--- config.mk ---
export PLATFORM = sky130hd
export DESIGN_NAME = power_supervisor_reset_logic
export DESIGN_NICKNAME = d
export VERILOG_FILES = /design/src/rtl/supervisor_pkg.sv /design/src/rtl/power_supervisor_reset_logic.sv
export SDC_FILE = /design/constraint.sdc
export NUM_CORES = 1
export LEC_CHECK = 0
export ABC_AREA = 1
export CAP_MARGIN = 20
export CORE_ASPECT_RATIO = 1.1
export CORE_MARGIN = 2
export CORE_UTILIZATION = 40
export CTS_CLUSTER_SIZE = 30
export DETAILED_ROUTE_END_ITERATION = 12
export DONT_BUFFER_PORTS = 1
export PLACE_DENSITY = 0.57
export SLEW_MARGIN = 10
export SYNTH_ARGS = -nofsm -noshare
export SYNTH_HDL_FRONTEND = slang
export SYNTH_SLANG_ARGS = --single-unit
--- constraint.sdc ---
create_clock -name aclk -period 1.4 [get_ports aclk]
set_input_delay 0.07 -clock aclk [delete_from_list [all_inputs] [get_ports aclk]]
set_output_delay 0.07 -clock aclk [all_outputs]
set_load 0.1 [all_outputs]
--- src/rtl/supervisor_pkg.sv ---
package supervisor_pkg;

   // -----------------------------------------------------------------
   // Register map (byte addresses)
   // -----------------------------------------------------------------
   localparam logic [7:0] CTRL_OFS = 8'h00;
   localparam logic [7:0] STAT_OFS = 8'h04;
   localparam logic [7:0] CMD_OFS = 8'h08;
   localparam logic [7:0] LINE_OFS = 8'h0c;

   // Control word bits
   localparam int SEL_LSB = 0;
   localparam int BSIE_BIT = 3;
   localparam int BATTERY_LOW_IRQ_EN_BIT = 4;
   localparam int ARM_BIT = 5;
   localparam int CLKEN_BIT = 6;
   localparam int H24_BIT = 7;

   // Status word bits
   localparam int BSF_BIT = 0;
   localparam int BLF_BIT = 1;
   localparam int OSF_BIT = 2;
   localparam int ONBAT_BIT = 3;
   localparam int OVR_BIT = 4;
   localparam int RST_BIT = 5;
   localparam int PFO_BIT = 6;
   localparam int IRQ_BIT = 7;

   // Write-one-to-clear command bits
   localparam int CLR_BSF_BIT = 0;
   localparam int CLR_OSF_BIT = 2;

   // Reset value of the control word: selector 000, clock out, arm off, 24 h
   localparam logic [7:0] CTRL_RST = 8'hc0;
   localparam logic [2:0] SEL_RST = 3'h0;

   // -----------------------------------------------------------------
   // Timing
   // -----------------------------------------------------------------
   localparam int CLK_HZ = 50_000_000;
   localparam real TREC_MIN_MS = 15.63;
   localparam real TREC_MAX_MS = 31.25;
   // Aim at the middle of the recovery window
   localparam int TREC_CYC = int'((TREC_MIN_MS + TREC_MAX_MS) / 2.0 * CLK_HZ / 1000.0);
   localparam int OVR_SEQ_LEN = 4;
   localparam logic [1:0] OVR_SEQ0 = 2'h3;
   localparam logic [1:0] OVR_SEQ1 = 2'h1;
   localparam logic [1:0] OVR_SEQ2 = 2'h0;
   localparam logic [1:0] OVR_SEQ3 = 2'h2;

   typedef enum logic [1:0] {
      SW_STANDARD,
      SW_DIRECT,
      SW_OFF
   } sw_mode_t;

   typedef struct packed {
      sw_mode_t mode;
      logic low_det_en;
      logic pf_det_en;
   } pm_cfg_t;

   typedef struct packed {
      logic vdd_lt_vbat;
      logic vdd_lt_vth;
      logic vbat_low;
      logic pfi_low;
   } cmp_t;

   typedef struct packed {
      logic sda_out;
      logic sda_oe;
      logic irq_n;
      logic rst_n;
      logic pfo_n;
      logic bbs_on_bat;
   } pins_t;

endpackage

--- src/rtl/power_supervisor_reset_logic.sv ---
// Behaviour
// RULE1: direct mode switches on vdd below vbat
// RULE2: switch-over off: flag zero, main supply
// RULE3: battery-low flag follows comparator, also on battery
// RULE4: battery-low interrupt only when enabled
// RULE5: software cannot clear battery-low flag
// RULE6: power-fail low while input below reference
// RULE7: on battery, comparator off, output low
// RULE8: after return, release for recovery time
// RULE9: switch-over off: output follows comparator only
// RULE10: oscillator stop forces reset, sets flag
// RULE11: reset pin low until oscillator stable
// RULE12: oscillator flag stays until host clears
// RULE13: reset held while oscillator counts stopped
// RULE14: reset defaults clock out, arm, 24h, all on (the code resets the arm bit to 0)
// RULE15: arm bit plus pin pattern enters override
// RULE16: override releases reset immediately
// RULE17: arm bit zero ends override mode
// RULE18: selector decodes mode and detect enables
// RULE19: battery switch sets flag, optional interrupt
// RULE20: battery switch flag cleared by command
// RULE21: on battery, interface ignored, outputs released
// RULE22: override pattern is parameterised sequence
// RULE23: interrupt while any enabled flag set
//
// Implementation choices: the AXI4-Lite interface to the registers and the register addresses.
`timescale 1ns/1ns
`default_nettype none
module power_supervisor_reset_logic (
   input wire logic aclk, // System clock
   input wire logic aresetn, // Synchronous reset, active low
   input wire logic [31:0] s_axi_awaddr, // Write address
   input wire logic s_axi_awvalid, // Write address valid
   output logic s_axi_awready, // Write address ready
   input wire logic [31:0] s_axi_wdata, // Write data
   input wire logic [3:0] s_axi_wstrb, // Write strobes
   input wire logic s_axi_wvalid, // Write data valid
   output logic s_axi_wready, // Write data ready
   output logic [1:0] s_axi_bresp, // Write response
   output logic s_axi_bvalid, // Write response valid
   input wire logic s_axi_bready, // Write response ready
   input wire logic [31:0] s_axi_araddr, // Read address
   input wire logic s_axi_arvalid, // Read address valid
   output logic s_axi_arready, // Read address ready
   output logic [31:0] s_axi_rdata, // Read data
   output logic [1:0] s_axi_rresp, // Read response
   output logic s_axi_rvalid, // Read data valid
   input wire logic s_axi_rready, // Read data ready
   input wire logic vdd_lt_vbat, // Comparator: main below battery
   input wire logic vdd_lt_vth, // Comparator: main below switch threshold
   input wire logic vbat_low, // Comparator: battery below low threshold
   input wire logic power_fail_in, // Comparator: input below 1.25 V
   input wire logic osc_ok, // Oscillator running and stable
   input wire logic scl_in, // Serial clock pin
   input wire logic sda_in, // Serial data pin
   input wire logic host_sda_out, // Serial engine data out
   input wire logic host_sda_oe, // Serial engine data enable
   output logic sda_out, // Serial data pin drive level
   output logic sda_oe, // Serial data pin enable
   output logic host_sda_in, // Serial data gated to engine
   output logic host_scl_in, // Serial clock gated to engine
   output logic backed_supply_out, // High while running on battery
   output logic power_fail_out_n, // Power-fail open-drain level
   output logic power_fail_oe, // Power-fail pin enable
   output logic reset_out_n, // Reset open-drain level
   output logic reset_oe, // Reset pin enable
   output logic irq_out_n, // Interrupt open-drain level
   output logic irq_oe, // Interrupt pin enable
   output logic square_wave_en, // 32.768 kHz output enable
   output logic mode_24h // Hour mode select
);

   // -----------------------------------------------------------------
   // Decode
   // -----------------------------------------------------------------
   function automatic supervisor_pkg::pm_cfg_t decode_sel(input logic [2:0] sel);
      supervisor_pkg::pm_cfg_t c;
      c.mode = supervisor_pkg::SW_OFF;
      c.low_det_en = 1'b0;
      c.pf_det_en = 1'b0;
      case (sel)
         3'h0: c = '{supervisor_pkg::SW_STANDARD, 1'b1, 1'b1};
         3'h1: c = '{supervisor_pkg::SW_STANDARD, 1'b0, 1'b1};
         3'h2: c = '{supervisor_pkg::SW_STANDARD, 1'b0, 1'b0};
         3'h3: c = '{supervisor_pkg::SW_DIRECT, 1'b1, 1'b1};
         3'h4: c = '{supervisor_pkg::SW_DIRECT, 1'b0, 1'b1};
         3'h5: c = '{supervisor_pkg::SW_DIRECT, 1'b0, 1'b0};
         3'h6: c = '{supervisor_pkg::SW_OFF, 1'b0, 1'b1};
         default: c = '{supervisor_pkg::SW_OFF, 1'b0, 1'b0};
      endcase
      return c;
   endfunction

   logic [7:0] ctrl_q;
   logic flag_bsf_q, flag_blf_q, flag_osf_q;
   logic on_bat_q, ovr_q, rst_q;
   logic [$clog2(supervisor_pkg::TREC_CYC+1)-1:0] rec_cnt_q;
   logic [1:0] seq_idx_q;
   logic [1:0] last_pins_q;

   wire supervisor_pkg::pm_cfg_t cfg =
      decode_sel(ctrl_q[supervisor_pkg::SEL_LSB +: 3]); // see RULE18
   wire arm = ctrl_q[supervisor_pkg::ARM_BIT];

   // Supply choice: direct ignores the threshold comparator
   wire on_bat_d = (cfg.mode == supervisor_pkg::SW_DIRECT) ? vdd_lt_vbat : // see RULE1
                   (cfg.mode == supervisor_pkg::SW_STANDARD) ? (vdd_lt_vbat && vdd_lt_vth) :
                   1'b0; // see RULE2
   wire bat_entry = on_bat_d && !on_bat_q;
   wire bat_exit = !on_bat_d && on_bat_q;

   // -----------------------------------------------------------------
   // AXI4-Lite slave
   // -----------------------------------------------------------------
   logic aw_hold_q, w_hold_q;
   logic [7:0] aw_addr_q;
   logic [31:0] w_data_q;
   logic [3:0] w_strb_q;
   wire aw_take = s_axi_awvalid && s_axi_awready;
   wire w_take = s_axi_wvalid && s_axi_wready;
   wire aw_have = aw_hold_q || aw_take;
   wire w_have = w_hold_q || w_take;
   wire [7:0] wr_addr = aw_hold_q ? aw_addr_q : s_axi_awaddr[7:0];
   wire [31:0] wr_data = w_hold_q ? w_data_q : s_axi_wdata;
   wire [3:0] wr_strb = w_hold_q ? w_strb_q : s_axi_wstrb;
   wire wr_fire = aw_have && w_have && !s_axi_bvalid;
   wire wr_hit = wr_addr == supervisor_pkg::CTRL_OFS || wr_addr == supervisor_pkg::CMD_OFS;
   wire ctrl_wr = wr_fire && wr_addr == supervisor_pkg::CTRL_OFS && wr_strb[0];
   wire cmd_wr = wr_fire && wr_addr == supervisor_pkg::CMD_OFS && wr_strb[0];
   wire clr_bsf = cmd_wr && wr_data[supervisor_pkg::CLR_BSF_BIT]; // see RULE20
   wire clr_osf = cmd_wr && wr_data[supervisor_pkg::CLR_OSF_BIT]; // see RULE12

   wire [7:0] status = {!irq_out_n, power_fail_out_n, rst_q, ovr_q, on_bat_q,
                        flag_osf_q, flag_blf_q, flag_bsf_q};
   wire [7:0] rd_addr = s_axi_araddr[7:0];
   wire rd_hit = rd_addr == supervisor_pkg::CTRL_OFS || rd_addr == supervisor_pkg::STAT_OFS
      || rd_addr == supervisor_pkg::CMD_OFS || rd_addr == supervisor_pkg::LINE_OFS;
   wire [7:0] rd_val = (rd_addr == supervisor_pkg::CTRL_OFS) ? ctrl_q :
                       (rd_addr == supervisor_pkg::STAT_OFS) ? status :
                       (rd_addr == supervisor_pkg::LINE_OFS) ?
                       {2'h0, osc_ok, power_fail_in, vbat_low, vdd_lt_vth, vdd_lt_vbat,
                        on_bat_d} : 8'h00;

   always_ff @(posedge aclk) begin
      if (!aresetn) begin
         aw_hold_q <= 1'b0;
         w_hold_q <= 1'b0;
         aw_addr_q <= 8'h00;
         w_data_q <= 32'h0000_0000;
         w_strb_q <= 4'h0;
         s_axi_awready <= 1'b0;
         s_axi_wready <= 1'b0;
         s_axi_bvalid <= 1'b0;
         s_axi_bresp <= 2'h0;
      end else begin
         s_axi_awready <= !aw_have && !s_axi_bvalid && !wr_fire;
         s_axi_wready <= !w_have && !s_axi_bvalid && !wr_fire;
         if (aw_take) aw_addr_q <= s_axi_awaddr[7:0];
         if (w_take) begin
            w_data_q <= s_axi_wdata;
            w_strb_q <= s_axi_wstrb;
         end
         aw_hold_q <= aw_have && !wr_fire;
         w_hold_q <= w_have && !wr_fire;
         if (wr_fire) begin
            s_axi_bvalid <= 1'b1;
            s_axi_bresp <= wr_hit ? 2'h0 : 2'h2;
         end else if (s_axi_bready) begin
            s_axi_bvalid <= 1'b0;
         end
      end
   end

   always_ff @(posedge aclk) begin
      if (!aresetn) begin
         s_axi_arready <= 1'b0;
         s_axi_rvalid <= 1'b0;
         s_axi_rdata <= 32'h0000_0000;
         s_axi_rresp <= 2'h0;
      end else begin
         s_axi_arready <= !s_axi_rvalid && !s_axi_arready && s_axi_arvalid;
         if (s_axi_arvalid && s_axi_arready) begin
            s_axi_rvalid <= 1'b1;
            s_axi_rdata <= {24'h000000, rd_val};
            s_axi_rresp <= rd_hit ? 2'h0 : 2'h2;
         end else if (s_axi_rready) begin
            s_axi_rvalid <= 1'b0;
         end
      end
   end

   // -----------------------------------------------------------------
   // Control and flags
   // -----------------------------------------------------------------
   always_ff @(posedge aclk) begin
      if (!aresetn) begin
         ctrl_q <= supervisor_pkg::CTRL_RST; // see RULE14
      end else if (ctrl_wr) begin
         ctrl_q <= wr_data[7:0];
      end
   end

   // Event set wins over a clear in the same cycle
   always_ff @(posedge aclk) begin
      if (!aresetn) begin
         on_bat_q <= 1'b0;
         flag_bsf_q <= 1'b0;
         flag_blf_q <= 1'b0;
      end else begin
         on_bat_q <= on_bat_d;
         if (cfg.mode == supervisor_pkg::SW_OFF) flag_bsf_q <= 1'b0; // see RULE2
         else if (bat_entry) flag_bsf_q <= 1'b1; // see RULE19
         else if (clr_bsf) flag_bsf_q <= 1'b0; // see RULE20
         // No software path clears this flag
         flag_blf_q <= cfg.low_det_en && vbat_low; // see RULE3 RULE5
      end
   end

   // -----------------------------------------------------------------
   // Power-fail output and recovery
   // -----------------------------------------------------------------
   wire rec_busy = rec_cnt_q != '0;
   wire pf_low = cfg.pf_det_en && !on_bat_q && !rec_busy && power_fail_in; // see RULE6 RULE9
   always_ff @(posedge aclk) begin
      if (!aresetn) begin
         rec_cnt_q <= '0;
         power_fail_out_n <= 1'b1;
         power_fail_oe <= 1'b0;
      end else begin
         if (on_bat_d) rec_cnt_q <= '0;
         else if (bat_exit) rec_cnt_q <= ($bits(rec_cnt_q))'(supervisor_pkg::TREC_CYC); // see RULE8
         else if (rec_busy) rec_cnt_q <= rec_cnt_q - 1'b1;
         // On battery the comparator is ignored and the pin is pulled low
         power_fail_out_n <= !(on_bat_d || pf_low); // see RULE7
         power_fail_oe <= on_bat_d || pf_low;
      end
   end

   // -----------------------------------------------------------------
   // Reset, oscillator flag and override
   // -----------------------------------------------------------------
   // Pattern detector: each step is a (sda, scl) level that must appear in order
   wire [1:0] pins = {sda_in, scl_in};
   wire [1:0] seq_want = (seq_idx_q == 2'h0) ? supervisor_pkg::OVR_SEQ0 :
                         (seq_idx_q == 2'h1) ? supervisor_pkg::OVR_SEQ1 :
                         (seq_idx_q == 2'h2) ? supervisor_pkg::OVR_SEQ2 :
                         supervisor_pkg::OVR_SEQ3;
   wire seq_step = pins != last_pins_q && pins == seq_want;
   wire seq_done = seq_step && seq_idx_q == 2'(supervisor_pkg::OVR_SEQ_LEN - 1);

   always_ff @(posedge aclk) begin
      if (!aresetn) begin
         seq_idx_q <= 2'h0;
         last_pins_q <= 2'h3;
         ovr_q <= 1'b0;
         rst_q <= 1'b1;
         flag_osf_q <= 1'b1;
      end else begin
         last_pins_q <= pins;
         if (!arm || ovr_q) seq_idx_q <= 2'h0;
         else if (seq_step) seq_idx_q <= seq_idx_q + 2'h1; // see RULE22
         else if (pins != last_pins_q) seq_idx_q <= 2'h0;
         if (!arm) ovr_q <= 1'b0; // see RULE17
         else if (seq_done) ovr_q <= 1'b1; // see RULE15
         // Override drops reset at once; else reset follows the oscillator
         rst_q <= !(ovr_q || seq_done) && !osc_ok; // see RULE10 RULE11 RULE13 RULE16
         if (!osc_ok && !(ovr_q || seq_done)) flag_osf_q <= 1'b1; // see RULE10 RULE13
         else if (clr_osf) flag_osf_q <= 1'b0; // see RULE12
      end
   end

   // -----------------------------------------------------------------
   // Pins
   // -----------------------------------------------------------------
   wire irq_d = (flag_bsf_q && ctrl_q[supervisor_pkg::BSIE_BIT]) || // see RULE19 RULE23
                (flag_blf_q && ctrl_q[supervisor_pkg::BATTERY_LOW_IRQ_EN_BIT]); // see RULE4
   always_ff @(posedge aclk) begin
      if (!aresetn) begin
         reset_out_n <= 1'b0;
         reset_oe <= 1'b1;
         irq_out_n <= 1'b1;
         irq_oe <= 1'b0;
         sda_out <= 1'b1;
         sda_oe <= 1'b0;
         host_sda_in <= 1'b1;
         host_scl_in <= 1'b1;
         backed_supply_out <= 1'b0;
         square_wave_en <= 1'b1;
         mode_24h <= 1'b1;
      end else begin
         reset_out_n <= !rst_q; // see RULE11
         reset_oe <= rst_q;
         irq_out_n <= !irq_d; // see RULE23
         irq_oe <= irq_d;
         // Battery operation cuts the serial interface both ways
         sda_out <= host_sda_out;
         sda_oe <= host_sda_oe && !on_bat_d; // see RULE21
         host_sda_in <= on_bat_d ? 1'b1 : sda_in; // see RULE21
         host_scl_in <= on_bat_d ? 1'b1 : scl_in;
         backed_supply_out <= on_bat_d;
         square_wave_en <= ctrl_q[supervisor_pkg::CLKEN_BIT];
         mode_24h <= ctrl_q[supervisor_pkg::H24_BIT];
      end
   end

endmodule
`default_nettype wire

Word-level counts from Yosys, hierarchy flattened
Index checks and enable logic that the tools add are counted.
- mux-type cells: 24
- $add $sub $neg: 2
- reduce and logical (&&, ||, !) cells: 75
- eq/ne operators: 17
- bitwise operators: 1
- operators by type and width (cell ; number):
    $mux W21 ; 2
    $logic_and A1 B1 Y1 ; 32
    $mux W8 ; 4
    $pmux W4 S7 ; 1
    $eq A8 B4 Y1 const B ; 3
    $reduce_bool A21 Y1 ; 1
    $sub A21 B1 Y21 const B ; 1
    $logic_not A1 Y1 ; 16
    $logic_not A8 Y1 ; 2
    $mux W2 ; 7
    $logic_or A1 B1 Y1 ; 10
    $reduce_bool A2 Y1 ; 5
    $eq A3 B3 Y1 const B ; 3
    $mux W1 ; 9
    $eq A8 B3 Y1 const B ; 1
    $reduce_or A2 Y1 ; 4
    $eq A2 B2 Y1 const B ; 3
    $eq A3 B2 Y1 const B ; 2
    $mux W6 ; 1
    $eq A2 B1 Y1 const B ; 2
    $logic_not A2 Y1 ; 2
    $eq A3 B1 Y1 const B ; 1
    $logic_not A3 Y1 ; 1
    $reduce_or A3 Y1 ; 1
    other kinds (5) ; 5
- input port bits: 116
- output and inout port bits: 54
- register bits: 87
- word-level logic and storage cells: 155

Longest topological paths before layout
- word-level depth: 11
- gate-level depth with buffers: 10
- depth with buffers taken out: 10

Worst setup path before layout
OpenSTA, ideal clock, no wires.
- path type: register to register
- start: register s_axi_wready
- end: register ctrl_q[1]
- setup time: 0.116 ns
- stages on the path, launching flop included: 8
- data arrival time: 2.035 ns
- period minus slack after synthesis: 2.151 ns
- data required time: 1.284 ns
- setup slack: -0.751 ns
- path buffers: 0
- cell sequence: dfxtp_1 -> nand2_1 -> nand2_2 -> nand3_4 -> nor2_4 -> nand3_4 -> o21ai_0 -> nor2_1
- cells in the longest elaborated chain, start to end: 6
- RTL lines (item ; RTL line ; text):
    start: declaration ; power_supervisor_reset_logic.sv:38 ; output logic s_axi_wready,
    start signal: assignment ; power_supervisor_reset_logic.sv:157 ; s_axi_wready <= !w_have && !s_axi_bvalid && !wr_fire;
    $logic_and A1 B1 Y1 ; power_supervisor_reset_logic.sv:120 ; wire w_take = s_axi_wvalid && s_axi_wready;
    $logic_or A1 B1 Y1 ; power_supervisor_reset_logic.sv:122 ; wire w_have = w_hold_q || w_take;
    $logic_and A1 B1 Y1 (2 in a row) ; power_supervisor_reset_logic.sv:126 ; wire wr_fire = aw_have && w_have && !s_axi_bvalid;
    $logic_and A1 B1 Y1 (2 in a row) ; power_supervisor_reset_logic.sv:128 ; wire ctrl_wr = wr_fire && wr_addr == supervisor_pkg::CTRL_OFS && wr_strb[0];
    end signal: assignment ; power_supervisor_reset_logic.sv:197 ; ctrl_q <= supervisor_pkg::CTRL_RST;
    end signal: assignment ; power_supervisor_reset_logic.sv:199 ; ctrl_q <= wr_data[7:0];
    end: declaration ; power_supervisor_reset_logic.sv:94 ; logic [7:0] ctrl_q;
Every way passes these cells.
A chain may end at the register's enable or synchronous reset.

Worst setup path in the final report
- start: register seq_idx_q[0]
- end: register flag_osf_q
- cells in the longest elaborated chain, start to end: 11
- elaborated cells on any way between the ends: 14
- those cells by class: eq/ne: 4; mux: 3; reduce/logical: 7
- RTL lines (item ; RTL line ; text):
    start: declaration ; power_supervisor_reset_logic.sv:98 ; logic [1:0] seq_idx_q;
    start signal: assignment ; power_supervisor_reset_logic.sv:261 ; else if (seq_step) seq_idx_q <= seq_idx_q + 2'h1;
    $eq A2 B2 Y1 ; power_supervisor_reset_logic.sv:246 ; (seq_idx_q == 2'h2) ? supervisor_pkg::OVR_SEQ2 :
    $mux W2 ; power_supervisor_reset_logic.sv:246 ;
    $mux W2 ; power_supervisor_reset_logic.sv:245 ; (seq_idx_q == 2'h1) ? supervisor_pkg::OVR_SEQ1 :
    $mux W2 ; power_supervisor_reset_logic.sv:244 ; wire [1:0] seq_want = (seq_idx_q == 2'h0) ? supervisor_pkg::OVR_SEQ0 :
    $eq A2 B2 Y1 ; power_supervisor_reset_logic.sv:248 ; wire seq_step = pins != last_pins_q && pins == seq_want;
    $logic_and A1 B1 Y1 ; power_supervisor_reset_logic.sv:248 ;
    $logic_and A1 B1 Y1 (*) ; power_supervisor_reset_logic.sv:249 ; wire seq_done = seq_step && seq_idx_q == 2'(supervisor_pkg::OVR_SEQ_LEN - 1);
    $logic_or A1 B1 Y1 (*) ; power_supervisor_reset_logic.sv:267 ; if (!osc_ok && !(ovr_q || seq_done)) flag_osf_q <= 1'b1;
    $logic_not A1 Y1 (*) ; power_supervisor_reset_logic.sv:267 ;
    $logic_and A1 B1 Y1 (*) ; power_supervisor_reset_logic.sv:267 ;
    $reduce_or A2 Y1 (no line) (*) ; - ;
    end signal: assignment ; power_supervisor_reset_logic.sv:257 ; flag_osf_q <= 1'b1;
    end signal: assignment ; power_supervisor_reset_logic.sv:267 ;
    end signal: assignment ; power_supervisor_reset_logic.sv:268 ; else if (clr_osf) flag_osf_q <= 1'b0;
    end: declaration ; power_supervisor_reset_logic.sv:95 ; logic flag_bsf_q, flag_blf_q, flag_osf_q;
Every way passes the cells marked *; elsewhere a longest branch is shown, timed or not.

==> results.cfg <==
[run_status]
status = finished with violations
failed_checks = negative hold slack

[floorplanning]
core.rowCount = 38
floorplan.initialDensity = 0.410
chipWidth_um = 99.5
design.die.area_um2 = 10900
core-area_um2 = 9790
die_h_um = 109
io-pin-count = 170

[sta]
worst_clock_skew_ps = 10.2
grt_setup_unrepaired = true
report.final.slew_viol_count = 0
period_needed_ps = 1390
max_clock_freq_mhz = 719
hold_violations = 28
finalWorstSetupSlack_ps = 8.89
timing.final.crit_share = 0.994
setup_viol_count_final = 0
hold_ws_ps = -202

[synth]
synth_sequential_area_ratio = 0.424
synth.top_cell.area_share = 0.424
yosys.cell_types.count = 43
synth_common_cells = sky130_fd_sc_hd__nand2_1, sky130_fd_sc_hd__nor2_1, sky130_fd_sc_hd__dfxtp_1
ys_flop_type = sky130_fd_sc_hd__dfxtp_1
yosys_register_bits = 85
yosys.area.top_type = sky130_fd_sc_hd__dfxtp_1
synthesis.area_um2 = 4010
yosys_warn_count = 0
synthTopCellsByArea = sky130_fd_sc_hd__dfxtp_1, sky130_fd_sc_hd__nand2_1, sky130_fd_sc_hd__nor2_1
netlist_instances = 542
async_flop_share = 0
synth_edf_count = 0
post-synth-top-count-cell = sky130_fd_sc_hd__nand2_1
synth_area_per_cell_um2 = 7.41

[placement]
gp_congestion = 0.879
dp_slack_ps = -133
port_buffers = 0
dp_hpwl_um = 6810
dp_cells = 698

[cells_and_area]
layout-drive-gt1-share = 0.227
layout.core_utilization = 0.509
area_growth_syn_to_layout_pct = 24.3
finalNonFillerCells = 742
fill_cells = 971
final_net_count = 738
antenna_cells = 0

[clock_network]
clock_tree.root_cell = sky130_fd_sc_hd__clkbuf_8
cts_buffers = 9
worstSkewPairLatency_ps = 360
tritoncts = done
tritoncts_num_sinks = 85
htree_levels = 3
cts.reportedPaths.clkPinSlew_ps = 80
max-clock-path-buffers = 2

[worst_setup_path]
timing.critical_path.arrival_ps = 1630
startpoint_type = flop
critPathMaxStageDelay_ps = 360
maximum_net_fanout_on_the_critical_path = 3
crit_chain = inv_2 -> ha_4 -> nor2_4 -> xor2_1 -> nand2_1 -> nor2_2 -> nand2_1 -> nand3b_1 -> nand3_1
path_class = reg2reg
critical_path.most_common_cell = sky130_fd_sc_hd__nand2_1
cp_slowest_cell = sky130_fd_sc_hd__dfxtp_2
end_kind = flop
wp_data_required_ps = 1640

[global_routing]
vias_in_the_first_global_route = 3416
grt_max_degree = 44
global_route.usage.met1 = 0.201
global_route.usage.met3 = 0.0359
overflow = 0
groute.usage.overall = 0.180
busiest_layer = met2
grt_pass1_wl_um = 15500
grt.met2_usage = 0.323
antenna_found_initial = 0

[detailed_routing]
route.final.wire_length_um = 9430
firstDrtPassIters = 4
remaining_drc_errors = 0
wl_per_cell_um = 12.7
post_drt_via_cell_ratio = 4.75
detail_route.iter0.violations = 142
final_ant_viol_nets = 0
number_of_vias_in_the_routed_layout = 3524

[power]
max-vdd-ir-drop_mv = 0.689
p_leak_nw = 2.19
pwr_density_cell_nw_per_um2 = 1840
total_design_power_mw = 9.16

[flow_run]
max_cap_viol_count = 0

[worst_hold_path]
hold_path.class = in2reg
-- worst paths after layout --
path                             start                 endpoint  slack [ps]  depth (start not counted)
max          seq_idx_q[0]$_SDFFE_PP0P_  flag_osf_q$_SDFFE_PP1P_           9                          9
min                            aresetn         rst_q$_SDFF_PN1_        -200                          1
max reg2reg  seq_idx_q[0]$_SDFFE_PP0P_  flag_osf_q$_SDFFE_PP1P_           9                          9
min reg2reg           rst_q$_SDFF_PN1_   reset_out_n$_SDFF_PN0_         440                          1
-- per-stage QoR --
stage | setup TNS, ps | instance area (um^2)
6_report | 0 | 4990
5_1_grt | -197 | 4990
4_1_cts | 0 | 4870
3_5_place_dp | -303 | 4420
3_3_place_gp | -88.2 | 4420
2_1_floorplan | -42.5 | 4160
-- logic make-up (layout without fill, tap and decap cells) --
kind of cell,count (synthesis),after routing,share of synthesized area
buf+inv,79,134,0.101
other cells,1,26,0.000934
mux,1,1,0.00249
simple gates,276,276,0.315
flops,85,85,0.424
fa+ha+maj,4,4,0.0125
compound gates,80,80,0.109
xor+xnor,16,16,0.0349
-- critical path: cells and delay by family (launching register included) --
kind / cells / cell delay [ps]
AND/OR/NAND/NOR: 6 / 570
flip-flops: 1 / 360
adder cells (fa/ha/maj): 1 / 160
XOR/XNOR: 1 / 140
buffers and inverters: 1 / 60
-- metal layers --
| layer | part of all wire | up-vias |
|---|---|---|
| li1 | - | 1826 |
| met1 | 0.42 | 1616 |
| met2 | 0.52 | 67 |
| met3 | 0.039 | 15 |
| met4 | 0.024 | 0 |
| met5 | 0 | - |
-- what timing repair did --
item                       CTS  global route
setup endpoints to repair   11            38
gates cloned                 0             0
buffers inserted             1             2
hold endpoints to repair    59            30
hold buffers                26             1
pin swaps                    7            14
gates resized for setup     12            40
-- area by class of cell --
cell class / count / area [um^2] / share of cell area
tap: 120 / 150 / 0.0301
timing repair buffer: 74 / 621 / 0.124
inverter: 45 / 179 / 0.0359
sequential: 85 / 1730 / 0.347
clock buffer: 13 / 149 / 0.0298
multi-input combinational: 403 / 2150 / 0.431
clock inverter: 2 / 10.0 / 0.00201
-- flip-flops by register name (all words and copies together), names as in the netlist, 2 cells and up --
signal	cells
rec_cnt_q	21
w_data_q	8
last_pins_q	2
s_axi_rdata	8
seq_idx_q	2
ctrl_q	8
aw_addr_q	8
-- cells in the final DEF (no fill, tap or decap), drive strengths merged, types with 13 or more instances in the layout --
cell type,count
o21ai,34
buf,48
nand2,112
dfxtp,85
nand3,32
a21oi,31
conb,26
clkbuf,13
nor2,108
inv,40
dlygate4sd3,26
-- power by group --
part / internal (mW) / switching (mW) / total [mW]
clock: 0.681 / 0.823 / 1.50
sequential: 2.77 / 0.309 / 3.08
combinational: 1.70 / 2.87 / 4.57
total: 5.15 / 4.01 / 9.16
Note: power is estimated with default switching activity, not from simulation.
